==> config.mk <==
export PLATFORM = sky130hd
export DESIGN_NAME = async_serial_transceiver
export DESIGN_NICKNAME = d
export VERILOG_FILES = /design/src/hdl/async_serial_pkg.sv /design/src/hdl/async_serial_transceiver.sv
export SDC_FILE = /design/constraint.sdc
export NUM_CORES = 1
export LEC_CHECK = 0
export ABC_AREA = 1
export BUFFER_PORTS_ARGS = -buffer_cell sky130_fd_sc_hd__buf_2
export CORE_ASPECT_RATIO = 0.75
export CORE_MARGIN = 3
export CORE_UTILIZATION = 50
export DETAILED_ROUTE_END_ITERATION = 6
export GPL_ROUTABILITY_DRIVEN = 0
export GPL_TIMING_DRIVEN = 0
export PLACE_DENSITY = 0.71
export SYNTH_ARGS = -nofsm -noshare
export SYNTH_HDL_FRONTEND = slang
export SYNTH_SLANG_ARGS = --single-unit
==> constraint.sdc <==
create_clock -name i_clk -period 3 [get_ports i_clk]
set_clock_uncertainty 0.15 [all_clocks]
set_input_delay 0.45 -clock i_clk [delete_from_list [all_inputs] [get_ports i_clk]]
set_output_delay 0.45 -clock i_clk [all_outputs]
set_load 0.03 [all_outputs]
==> src/hdl/async_serial_pkg.sv <==
// Package for the asynchronous serial transceiver: format fields, flags and bit timing constants.
// Assumes a single 100 MHz clock and a 16x bit-rate tick from the internal divider or the external clock pin.
package async_serial_pkg;

  // ---------------------------------------------------------------------------
  // Bit timing
  // ---------------------------------------------------------------------------
  localparam logic [3:0] SAMPLE_PHASE = 4'h7;
  localparam logic [3:0] PHASE_LAST   = 4'hf;
  localparam logic [3:0] PHASE_RESET  = 4'h0;

  // ---------------------------------------------------------------------------
  // Frame format
  // ---------------------------------------------------------------------------
  localparam logic [2:0] LAST_BIT_EIGHT = 3'h7;
  localparam logic [2:0] LAST_BIT_SEVEN = 3'h6;
  localparam logic [2:0] LAST_BIT_FIVE  = 3'h4;
  localparam logic [2:0] BIT_FIRST      = 3'h0;
  localparam logic [7:0] MASK_EIGHT     = 8'hff;
  localparam logic [7:0] MASK_SEVEN     = 8'h7f;
  localparam logic [7:0] MASK_FIVE      = 8'h1f;
  localparam logic       LINE_MARK      = 1'b1;
  localparam logic       LINE_SPACE     = 1'b0;

  // Mode and control fields that software sets while both enables are low.
  typedef struct packed {
    logic seven_bit_length_select;
    logic parity_enable;
    logic five_bit_select;
    logic two_stop_select;
    logic parity_odd_select;
    logic clk_src_bit1;
    logic clk_src_bit0;
  } mode_s;

  typedef struct packed {
    logic tx_empty_flag;
    logic tx_done_flag;
    logic rx_full_flag;
    logic overrun_flag;
    logic framing_flag;
    logic parity_err_flag;
  } status_s;

  // One-cycle clear requests, issued after software has read the flag as 1.
  typedef struct packed {
    logic tx_done_flag;
    logic rx_full_flag;
    logic overrun_flag;
    logic framing_flag;
    logic parity_err_flag;
  } clear_s;

  typedef struct packed {
    logic tx_empty_irq;
    logic tx_done_irq;
    logic rx_full_irq;
    logic rx_error_irq;
  } irq_s;

  localparam status_s STATUS_RESET = 6'h30;

endpackage

==> src/hdl/async_serial_transceiver.sv <==
// Full-duplex asynchronous serial transmitter and receiver with double buffering.
// Assumes control bits come from the CPU on i_clk; line and clock pins are asynchronous.

module async_serial_transceiver #(
  parameter int DIV_WIDTH = 8
) (
  input  wire logic                      i_clk,
  input  wire logic                      i_reset,
  input  wire logic                      i_transmit_enable,
  input  wire logic                      i_rx_enable,
  input  wire async_serial_pkg::mode_s   i_mode,
  input  wire logic                      i_tx_empty_irq_en,
  input  wire logic                      i_tx_done_irq_en,
  input  wire logic                      i_rx_irq_en,
  input  wire logic [DIV_WIDTH-1:0]      i_baud_div,
  input  wire logic                      i_tx_write,
  input  wire logic [7:0]                i_tx_data,
  input  wire async_serial_pkg::clear_s  i_flag_clear,
  input  wire logic                      i_rx_pin,
  input  wire logic                      i_sck_pin,
  output logic                           o_tx_pin,
  output logic                           o_sck_pin,
  output logic                           o_sck_oe,
  output logic [7:0]                     o_rx_data,
  output async_serial_pkg::status_s      o_status,
  output async_serial_pkg::irq_s         o_irq
);

  typedef enum logic [2:0] {S_IDLE, S_START, S_DATA, S_PARITY, S_STOP} state_e;

  function automatic logic [2:0] last_bit(input async_serial_pkg::mode_s m);
    if (m.five_bit_select) return async_serial_pkg::LAST_BIT_FIVE;
    if (m.seven_bit_length_select) return async_serial_pkg::LAST_BIT_SEVEN;
    return async_serial_pkg::LAST_BIT_EIGHT;
  endfunction

  function automatic logic [7:0] data_mask(input async_serial_pkg::mode_s m);
    if (m.five_bit_select) return async_serial_pkg::MASK_FIVE;
    if (m.seven_bit_length_select) return async_serial_pkg::MASK_SEVEN;
    return async_serial_pkg::MASK_EIGHT;
  endfunction

  // ---------------------------------------------------------------------------
  // Pin synchronisers and 16x tick
  // ---------------------------------------------------------------------------
  logic                 rx_s1_reg;
  logic                 rx_s2_reg;
  logic                 rx_prev_reg;
  logic                 sck_s1_reg;
  logic                 sck_s2_reg;
  logic                 sck_prev_reg;
  logic [DIV_WIDTH-1:0] baud_cnt_reg;
  wire                  ext_clk;
  wire                  tick_int;
  wire                  tick;
  wire                  rx_fall;

  always_ff @(posedge i_clk or posedge i_reset) begin
    if (i_reset) begin
      rx_s1_reg    <= async_serial_pkg::LINE_MARK;
      rx_s2_reg    <= async_serial_pkg::LINE_MARK;
      rx_prev_reg  <= async_serial_pkg::LINE_MARK;
      sck_s1_reg   <= 1'b0;
      sck_s2_reg   <= 1'b0;
      sck_prev_reg <= 1'b0;
    end else begin
      rx_s1_reg    <= i_rx_pin;
      rx_s2_reg    <= rx_s1_reg;
      rx_prev_reg  <= rx_s2_reg;
      sck_s1_reg   <= i_sck_pin;
      sck_s2_reg   <= sck_s1_reg;
      sck_prev_reg <= sck_s2_reg;
    end
  end

  // Internal generator gives one tick every i_baud_div + 1 cycles.
  always_ff @(posedge i_clk or posedge i_reset) begin
    if (i_reset) begin
      baud_cnt_reg <= '0;
    end else begin
      baud_cnt_reg <= tick_int ? '0 : baud_cnt_reg + 1'b1;
    end
  end

  assign ext_clk  = i_mode.clk_src_bit1;
  assign tick_int = (baud_cnt_reg == i_baud_div);
  assign tick     = ext_clk ? (sck_s2_reg & ~sck_prev_reg) : tick_int;
  assign rx_fall  = rx_prev_reg & ~rx_s2_reg;

  // ---------------------------------------------------------------------------
  // Flags and buffers
  // ---------------------------------------------------------------------------
  async_serial_pkg::status_s status_reg;
  async_serial_pkg::status_s status_next;
  async_serial_pkg::irq_s    irq_reg;
  logic [7:0]                tx_data_buffer_reg;
  logic [7:0]                rx_data_buffer_reg;
  logic                      tx_load;
  logic                      tx_finish;
  logic                      rx_done;
  logic                      rx_frame_err;
  logic                      rx_par_err;
  wire                       rx_err_any;

  assign rx_err_any = status_reg.overrun_flag | status_reg.framing_flag
                    | status_reg.parity_err_flag;

  // Hardware sets win over software clears in the same cycle.
  always_comb begin
    status_next = status_reg;
    if (i_tx_write) status_next.tx_empty_flag = 1'b0;
    if (tx_load || !i_transmit_enable) status_next.tx_empty_flag = 1'b1;
    if (i_flag_clear.tx_done_flag) status_next.tx_done_flag = 1'b0;
    if (tx_load) status_next.tx_done_flag = 1'b0;
    if (tx_finish) status_next.tx_done_flag = 1'b1;
    if (i_flag_clear.rx_full_flag) status_next.rx_full_flag = 1'b0;
    if (i_flag_clear.overrun_flag) status_next.overrun_flag = 1'b0;
    if (i_flag_clear.framing_flag) status_next.framing_flag = 1'b0;
    if (i_flag_clear.parity_err_flag) status_next.parity_err_flag = 1'b0;
    if (rx_done) begin
      if (status_reg.rx_full_flag) status_next.overrun_flag = 1'b1;
      if (rx_frame_err) status_next.framing_flag = 1'b1;
      if (rx_par_err) status_next.parity_err_flag = 1'b1;
      if (!status_reg.rx_full_flag && !rx_frame_err && !rx_par_err) begin
        status_next.rx_full_flag = 1'b1;
      end
    end
  end

  always_ff @(posedge i_clk or posedge i_reset) begin
    if (i_reset) begin
      status_reg <= async_serial_pkg::STATUS_RESET;
      irq_reg    <= '0;
    end else begin
      status_reg           <= status_next;
      irq_reg.tx_empty_irq <= status_next.tx_empty_flag & i_tx_empty_irq_en;
      irq_reg.tx_done_irq  <= status_next.tx_done_flag & i_tx_done_irq_en;
      irq_reg.rx_full_irq  <= status_next.rx_full_flag & i_rx_irq_en;
      irq_reg.rx_error_irq <= (status_next.overrun_flag | status_next.framing_flag
                             | status_next.parity_err_flag) & i_rx_irq_en;
    end
  end

  // ---------------------------------------------------------------------------
  // Transmitter
  // ---------------------------------------------------------------------------
  state_e     tx_state_reg;
  logic [3:0] tx_phase_reg;
  logic [2:0] tx_bit_reg;
  logic       tx_stop2_reg;
  logic [7:0] tx_shift_reg;
  logic       tx_par_reg;
  logic       tx_line_reg;
  logic       sck_reg;
  logic       sck_oe_reg;
  wire        tx_bit_end;
  wire        tx_stop_end;

  assign tx_bit_end  = tick && (tx_phase_reg == async_serial_pkg::PHASE_LAST);
  assign tx_stop_end = tx_bit_end && (tx_state_reg == S_STOP)
                     && (tx_stop2_reg || !i_mode.two_stop_select);
  // A buffer write blocks the load for one cycle so the new word is not lost.
  assign tx_load   = i_transmit_enable && !status_reg.tx_empty_flag && !i_tx_write
                   && ((tx_state_reg == S_IDLE) || tx_stop_end);
  assign tx_finish = tx_stop_end && !tx_load;

  always_ff @(posedge i_clk or posedge i_reset) begin
    if (i_reset) begin
      tx_data_buffer_reg <= '0;
    end else if (i_tx_write) begin
      tx_data_buffer_reg <= i_tx_data;
    end
  end

  always_ff @(posedge i_clk or posedge i_reset) begin
    if (i_reset) begin
      tx_state_reg <= S_IDLE;
      tx_phase_reg <= async_serial_pkg::PHASE_RESET;
      tx_bit_reg   <= async_serial_pkg::BIT_FIRST;
      tx_stop2_reg <= 1'b0;
      tx_shift_reg <= '0;
      tx_par_reg   <= 1'b0;
    end else if (!i_transmit_enable) begin
      tx_state_reg <= S_IDLE;
    end else if (tx_load) begin
      tx_state_reg <= S_START;
      tx_phase_reg <= async_serial_pkg::PHASE_RESET;
      tx_bit_reg   <= async_serial_pkg::BIT_FIRST;
      tx_stop2_reg <= 1'b0;
      tx_shift_reg <= tx_data_buffer_reg & data_mask(i_mode);
      tx_par_reg   <= ^(tx_data_buffer_reg & data_mask(i_mode)) ^ i_mode.parity_odd_select;
    end else begin
      if (tick) tx_phase_reg <= tx_phase_reg + 1'b1;
      if (tx_bit_end) begin
        unique case (tx_state_reg)
          S_IDLE:   tx_state_reg <= S_IDLE;
          S_START:  tx_state_reg <= S_DATA;
          S_DATA: begin
            tx_bit_reg <= tx_bit_reg + 1'b1;
            if (tx_bit_reg == last_bit(i_mode)) begin
              tx_state_reg <= i_mode.parity_enable ? S_PARITY : S_STOP;
            end
          end
          S_PARITY: tx_state_reg <= S_STOP;
          S_STOP: begin
            tx_stop2_reg <= 1'b1;
            if (tx_stop_end) begin
              tx_state_reg <= S_IDLE;
            end
          end
        endcase
      end
    end
  end

  always_ff @(posedge i_clk or posedge i_reset) begin
    if (i_reset) begin
      tx_line_reg <= async_serial_pkg::LINE_MARK;
      sck_reg     <= 1'b1;
      sck_oe_reg  <= 1'b0;
    end else begin
      unique case (tx_state_reg)
        S_START:  tx_line_reg <= async_serial_pkg::LINE_SPACE;
        S_DATA:   tx_line_reg <= tx_shift_reg[tx_bit_reg];
        S_PARITY: tx_line_reg <= tx_par_reg;
        S_IDLE,
        S_STOP:   tx_line_reg <= async_serial_pkg::LINE_MARK;
      endcase
      sck_reg    <= (tx_phase_reg > async_serial_pkg::SAMPLE_PHASE);
      sck_oe_reg <= !i_mode.clk_src_bit1 && i_mode.clk_src_bit0;
    end
  end

  // ---------------------------------------------------------------------------
  // Receiver
  // ---------------------------------------------------------------------------
  state_e     rx_state_reg;
  logic [3:0] rx_phase_reg;
  logic [2:0] rx_bit_reg;
  logic [7:0] rx_shift_reg;
  logic       rx_parity_bit_reg;
  wire        rx_sample;
  wire [7:0]  rx_data_masked;

  assign rx_sample      = tick && (rx_phase_reg == async_serial_pkg::SAMPLE_PHASE);
  assign rx_data_masked = rx_shift_reg & data_mask(i_mode);
  assign rx_done        = i_rx_enable && rx_sample && (rx_state_reg == S_STOP);
  assign rx_frame_err   = !rx_s2_reg;
  assign rx_par_err     = i_mode.parity_enable
                        && ((^rx_data_masked ^ rx_parity_bit_reg)
                            != i_mode.parity_odd_select);

  always_ff @(posedge i_clk or posedge i_reset) begin
    if (i_reset) begin
      rx_state_reg      <= S_IDLE;
      rx_phase_reg      <= async_serial_pkg::PHASE_RESET;
      rx_bit_reg        <= async_serial_pkg::BIT_FIRST;
      rx_shift_reg      <= '0;
      rx_parity_bit_reg <= 1'b0;
    end else if (!i_rx_enable) begin
      rx_state_reg <= S_IDLE;
    end else begin
      if (tick) rx_phase_reg <= rx_phase_reg + 1'b1;
      unique case (rx_state_reg)
        S_IDLE: begin
          if (rx_fall && !rx_err_any) begin
            rx_state_reg <= S_START;
            rx_phase_reg <= async_serial_pkg::PHASE_RESET;
            rx_bit_reg   <= async_serial_pkg::BIT_FIRST;
            rx_shift_reg <= '0;
          end
        end
        S_START: if (rx_sample) rx_state_reg <= rx_s2_reg ? S_IDLE : S_DATA;
        S_DATA: begin
          if (rx_sample) begin
            rx_shift_reg[rx_bit_reg] <= rx_s2_reg;
            rx_bit_reg               <= rx_bit_reg + 1'b1;
            if (rx_bit_reg == last_bit(i_mode)) begin
              rx_state_reg <= i_mode.parity_enable ? S_PARITY : S_STOP;
            end
          end
        end
        S_PARITY: begin
          if (rx_sample) begin
            rx_parity_bit_reg <= rx_s2_reg;
            rx_state_reg      <= S_STOP;
          end
        end
        S_STOP:  if (rx_sample) rx_state_reg <= S_IDLE;
      endcase
    end
  end

  always_ff @(posedge i_clk or posedge i_reset) begin
    if (i_reset) begin
      rx_data_buffer_reg <= '0;
    end else if (rx_done && !status_reg.rx_full_flag) begin
      rx_data_buffer_reg <= rx_data_masked;
    end
  end

  assign o_tx_pin  = tx_line_reg;
  assign o_sck_pin = sck_reg;
  assign o_sck_oe  = sck_oe_reg;
  assign o_rx_data = rx_data_buffer_reg;
  assign o_status  = status_reg;
  assign o_irq     = irq_reg;

endmodule

After elaboration in Yosys (flattened, before gate mapping). Cells that the tools add are included.

Bits in registers: 82. Bits of input ports: 38. Output and inout bits: 21.

Mux-type cells: 100. Bitwise operators: 16. Reductions and logical operators: 47. Magnitude comparators: 4. $add $sub $neg: 5. Eq/ne operators: 25.

Operators by type and width (number): $mux W3 (31); $mux W8 (11); $mux W1 (43); $pmux W3 S5 (2); $mux W4 (6); $ne A3 B3 Y1 const B (6); $logic_and A1 B1 Y1 (17); $and A8 B8 Y8 (2); $pmux W8 S2 (1); $reduce_xor A8 Y1 (2); $eq A3 B2 Y1 const B (4); $reduce_and A3 Y1 (4); $reduce_bool A2 Y1 (5); $logic_not A1 Y1 (9); $add A4 B1 Y4 const B (2); $add A8 B1 Y8 const B (1); $bwmux W8 (1); $eq A8 B8 Y1 (1); $lt A3 B4 Y1 const B (2); $ne A4 B4 Y1 const B (2); $add A3 B1 Y3 const B (2); $and A1 B1 Y1 (6); $eq A3 B1 Y1 const B (2); $eq A3 B3 Y1 (2); 22 further kinds (33).

Longest topological paths before layout.
Depth after elaboration: 27. Depth in mapped cells: 15.

Worst setup path after synthesis. No wires, ideal clock.

Kind: input-to-reg. From: input i_baud_div[7]. To: register tx_shift_reg[7]. Library setup time: 119 ps. Buffers on the path: 1. Stages on the path: 13. Arrival time: 1569 ps. Setup slack: 1162 ps. Cell sequence: xnor2_1 -> nand2_1 -> nor2_2 -> nand3_2 -> nand2_4 -> nand2_4 -> nor2_4 -> nand2_2 -> nand2_2 -> nand2_4 -> buf_6 -> nand2_1 -> o21ai_2.

Word-level cells in the longest chain between the ends: 8.

RTL lines: from (decl) (RTL line async_serial_transceiver.sv:15) `input wire logic [DIV_WIDTH-1:0] i_baud_div,`; $eq A8 B8 Y1 (RTL line async_serial_transceiver.sv:86) `assign tick_int = (baud_cnt_reg == i_baud_div);`; $mux W1 (RTL line async_serial_transceiver.sv:87) `assign tick = ext_clk ? (sck_s2_reg & ~sck_prev_reg) : tick_int;`; $logic_and A1 B1 Y1 (RTL line async_serial_transceiver.sv:159) `assign tx_bit_end = tick && (tx_phase_reg == async_serial_pkg::PHASE_LAST);`; $logic_and A1 B1 Y1 (RTL line async_serial_transceiver.sv:160) `assign tx_stop_end = tx_bit_end && (tx_state_reg == S_STOP)`; $logic_and A1 B1 Y1 (RTL line async_serial_transceiver.sv:161) `&& (tx_stop2_reg || !i_mode.two_stop_select);`; $logic_or A1 B1 Y1 (RTL line async_serial_transceiver.sv:164) `&& ((tx_state_reg == S_IDLE) || tx_stop_end);`; $logic_and A1 B1 Y1 (RTL line async_serial_transceiver.sv:164); $reduce_and A2 Y1 (no source line); to (signal assigned) (RTL line async_serial_transceiver.sv:190) `tx_shift_reg <= tx_data_buffer_reg & data_mask(i_mode);`; to (decl) (RTL line async_serial_transceiver.sv:151) `logic [7:0] tx_shift_reg;`.

No other way between the ends. A chain may end at the register's enable or synchronous reset.

Final worst setup path.
From: register rx_s2_reg. To: register rx_shift_reg[2].

Word-level cells in the longest chain between the ends: 5. Elaborated cells on any way between the ends: 8. Classes of those cells: eq/ne (1); mux (3); bitwise (2); reduce/logical (2).

RTL lines: from (decl) (RTL line async_serial_transceiver.sv:47) `logic rx_s2_reg;`; from (signal assigned) (RTL line async_serial_transceiver.sv:61) `rx_s2_reg <= async_serial_pkg::LINE_MARK;`; from (signal assigned) (RTL line async_serial_transceiver.sv:68) `rx_s2_reg <= rx_s1_reg;`; $not A1 Y1 (RTL line async_serial_transceiver.sv:88) `assign rx_fall = rx_prev_reg & ~rx_s2_reg;`; $and A1 B1 Y1 (RTL line async_serial_transceiver.sv:88); $logic_and A1 B1 Y1 (RTL line async_serial_transceiver.sv:266) `if (rx_fall && !rx_err_any) begin`; $ne A2 B2 Y1 (no source line); $reduce_and A4 Y1 (no source line); to (signal, indexed assignment) (RTL line async_serial_transceiver.sv:276) `rx_shift_reg[rx_bit_reg] <= rx_s2_reg;`; to (decl) (RTL line async_serial_transceiver.sv:240) `logic [7:0] rx_shift_reg;`.

Several ways; a longest one is shown, not always the timed one. The select of a mux whose other input is x is not followed.

==> flow_results.org <==
** Run status
- Result of the run :: completed

** Die
- DIE AREA :: 0.009612 mm2
- The floorplan has 28 rows.
- The die is 85.66 um tall.
- Placeable core region :: 0.008058 mm2
- The die is 112.2 um wide.
- Boundary Pins :: 59
- Initial standard-cell utilization of the core :: 52.50%

** Detailed routing
- In the routed design, unresolved DRC markers number 0.
- Per-cell routed wire length :: 12.56 um
- Detail Route Antenna Nets :: 0
- The routed layout has 3408 vias.
- Count of TritonRoute iterations in the first routing pass :: 4
- Wires add up to 8644 um.
- Mean number of vias per cell :: 4.953
- Number of DRC markers in iteration 0 :: 211

** Synth
- Post-Syn Nets :: 552
- Dividing the synthesized area by the synthesized cell count gives 8.311 um2.
- Total of warnings raised by yosys :: 0
- Number of standard cells after synthesis :: 509
- Number of enable flip-flop cells after synthesis :: 0
- For this run, the register share of the synthesized area comes to 48.71%.
- Count of state elements after synthesis :: 82
- Async SR Flop Fraction :: 100.0%
- Most common flop cell mapped by yosys :: sky130_fd_sc_hd__dfrtp_1
- Mapped cell area :: 0.004230 mm2
- Yosys mapped the design onto 36 distinct sky130hd cell types.

** CTS
- TritonCTS clock tree :: built
- After clock tree synthesis, the setup repair step added 0 buffers.
- Clock buffer count from CTS :: 9
- Cells resized by post-CTS repair :: 0
- CTS H-tree depth :: 3
- In this run the clock root is driven by a sky130_fd_sc_hd__clkbuf_16.
- Clock-pin slew was measured on the worst setup and hold paths at 60 ps.
- Insertion delay of the later-clocked pin in the worst-skew pair :: 340 ps
- No sink is reached through more buffers than the 2 on the longest clock path.
- Clock tree synthesis found a total of 82 sinks.
- Cts-stage hold buffer count :: 1

** Pwr
- Peak supply drop :: 0.4448 mV
- Static Leakage :: 2.615 nW
- Ratio of total power to cell area :: 662.6 mW/mm2

** Run
- Max cap viols :: 0

** Timing
- Relative slew slack :: 63.05%
- Based on the critical path, the design can be clocked at up to 486.3 MHz.
- For the final routed database, the setup TNS stands at 0 ps.
- Setup repair after global routing left no endpoint under its margin.
- Final hold violations :: 0
- For the finished layout, the period the worst path requires is 2056 ps.
- Setup violations remaining at the end of the flow were counted as 0.
- Slew at the pin closest to its max-slew limit :: 552.2 ps
- Smallest hold slack :: 60.56 ps
- Final max-slew violation count :: 0
- Final setup margin :: 943.7 ps
- The worst path uses 68.54% of the clock period.

** GRT
- Entering global routing, the biggest net connects 60 pins.
- The initial antenna violation count came to 0.
- Global-route usage over all layers :: 19.55%
- The number of global-route vias before repair is 3349.
- Global route overflow :: 0
- The first global-routing pass estimated 15140 um of wire.

** Finish
- Share of cells above drive strength 1 :: 21.96%
- In the final layout, flip-flops and latches occupy 0.002061 mm2.
- The filler cells instantiated in the layout total 724.
- The area growth from synthesis to layout is 18.87%.
- Layout net count :: 622
- Area of the multi-input gates :: 0.001844 mm2
- Antenna Diode Count :: 0

** Critical path
- The critical path is of the flip-flop to flip-flop type.
- STA classifies the critical path endpoint as a flip-flop.
- Worst path arrival time :: 2180 ps
- Along the worst path, the maximum fanout reaches 10.
- For the worst setup path, the data required time is 3130 ps.
- CP Launch Type :: flip-flop

** Placement
- Post-placement setup slack :: 851.2 ps
- Input and output buffers added on the ports amount to 57.
- The HPWL after detailed placement is 6411 um.

** Worst hold path
- In this run the worst hold path is classified as input pin to flip-flop.
==> critical path, stage by stage (launching register included) <==
cell	delay [ps]
sky130_fd_sc_hd__dfstp_2	390
sky130_fd_sc_hd__inv_1	110
sky130_fd_sc_hd__nand2_1	60
sky130_fd_sc_hd__nor4_1	290
sky130_fd_sc_hd__nand2_1	180
sky130_fd_sc_hd__a21oi_1	200
sky130_fd_sc_hd__nand2_2	160
sky130_fd_sc_hd__inv_1	230
sky130_fd_sc_hd__nand3_1	110
sky130_fd_sc_hd__nand2_1	100
==> Yosys cell counts, types with 4 or more instances <==
master | instances | area share, %
sky130_fd_sc_hd__nand2_1 | 116 | 10
sky130_fd_sc_hd__dfrtp_1 | 75 | 44
sky130_fd_sc_hd__inv_1 | 68 | 6.0
sky130_fd_sc_hd__nor2_1 | 53 | 4.7
sky130_fd_sc_hd__nand3_1 | 31 | 3.7
sky130_fd_sc_hd__o21ai_0 | 31 | 3.7
sky130_fd_sc_hd__a21oi_1 | 15 | 1.8
sky130_fd_sc_hd__o21ai_2 | 15 | 3.1
sky130_fd_sc_hd__nor3_1 | 14 | 1.7
sky130_fd_sc_hd__xnor2_1 | 13 | 2.7
sky130_fd_sc_hd__xor2_1 | 9 | 1.9
sky130_fd_sc_hd__nand2_2 | 8 | 1.2
sky130_fd_sc_hd__dfstp_2 | 7 | 4.3
sky130_fd_sc_hd__clkbuf_1 | 5 | 0.44
sky130_fd_sc_hd__ha_1 | 5 | 1.5
sky130_fd_sc_hd__nand2_4 | 4 | 1.1
==> stage by stage <==
step / total power [mW] / instance area, um2 / std cells / util, %
6_report: 3.332 / 5029 / 688 / 62.41
5_1_grt: 3.540 / 5029 / 688 / 62.41
4_1_cts: 3.365 / 5029 / 688 / 62.41
3_5_place_dp: 2.091 / 4677 / 672 / 58.04
3_3_place_gp: 2.053 / 4647 / 671 / 57.67
2_1_floorplan: 1.914 / 4230 / 509 / -
==> power by group <==
group	switching, mW	leakage [nW]	internal [mW]
clock	0.430	0.165	0.829
sequential	0.134	1.06	1.27
combinational	0.408	1.39	0.264
==> metal layers <==
| metal | wire length, um | vias up | track usage [%] |
|---|---|---|---|
| li1 | - | 1762 | - |
| met1 | 4304 | 1569 | 26.21 |
| met2 | 3826 | 69 | 30.77 |
| met3 | 411 | 8 | 5.430 |
| met4 | 102 | 0 | 6.987 |
| met5 | 0 | - | 0 |
==> final cells by class <==
cell class              instances  share of cell area (%)
inverters                      70                   5.275
well taps                     105                   2.613
flip-flops and latches         82                   40.98
multi-input cells             347                   36.68
clock buffers                  10                   4.752
repair buffers                 59                   6.420
clock inverters                 5                   2.040
plain buffers                  10                   1.244
==> logic make-up after synthesis <==
group | count (synthesis) | synth area share (%)
xor gates and xnor gates | 22 | 4.555
AOI/OAI and AO/OA | 72 | 10.53
adders and majority gates | 5 | 1.479
and+or+nand+nor | 248 | 27.03
buffers and inverters | 80 | 7.690
DFF | 82 | 48.71
==> placed cells by master (no fill, tap or decap), types with 2 or more instances in the layout <==
master                        n
sky130_fd_sc_hd__o211ai_1     2
sky130_fd_sc_hd__and3_1       3
sky130_fd_sc_hd__dfstp_2      7
sky130_fd_sc_hd__nor2_4       2
sky130_fd_sc_hd__xor2_1       9
sky130_fd_sc_hd__xnor2_1     13
sky130_fd_sc_hd__nor3_2       2
sky130_fd_sc_hd__nand4_1      3
sky130_fd_sc_hd__dfrtp_1     75
sky130_fd_sc_hd__buf_2       59
sky130_fd_sc_hd__a31oi_1      3
sky130_fd_sc_hd__inv_2        2
sky130_fd_sc_hd__nor4_1       2
sky130_fd_sc_hd__bufinv_16    3
sky130_fd_sc_hd__nand2_1    116
sky130_fd_sc_hd__nand2_2      8
sky130_fd_sc_hd__clkbuf_16    9
sky130_fd_sc_hd__inv_1       67
sky130_fd_sc_hd__nand2_4      4
sky130_fd_sc_hd__o21ai_0     31
sky130_fd_sc_hd__o31ai_1      3
sky130_fd_sc_hd__nand3_1     31
sky130_fd_sc_hd__a21oi_1     15
sky130_fd_sc_hd__nor2_1      53
sky130_fd_sc_hd__ha_1         5
sky130_fd_sc_hd__buf_6        3
sky130_fd_sc_hd__o21ai_2     15
sky130_fd_sc_hd__clkbuf_1     5
sky130_fd_sc_hd__nor3_1      14
sky130_fd_sc_hd__and3_2       2
sky130_fd_sc_hd__nand3b_1     2
sky130_fd_sc_hd__nor2_2       3
==> worst paths after layout <==
check / cells after the start / startpoint / slack [ps] / endpoint
max in group asynchronous: 4 / i_reset / 1610 / rx_s1_reg$_DFF_PP1_
setup / recovery: 9 / rx_s2_reg$_DFF_PP1_ / 940 / rx_shift_reg[2]$_DFFE_PP0P_
min in group asynchronous: 3 / i_reset / 490 / baud_cnt_reg[3]$_DFF_PP0_
setup reg to reg: 9 / rx_s2_reg$_DFF_PP1_ / 940 / rx_shift_reg[2]$_DFFE_PP0P_
hold reg to reg: 0 / sck_s1_reg$_DFF_PP0_ / 210 / sck_s2_reg$_DFF_PP0_
hold / removal: 1 / i_rx_pin / 60 / rx_s1_reg$_DFF_PP1_
Power figures use the tool's default switching activity.
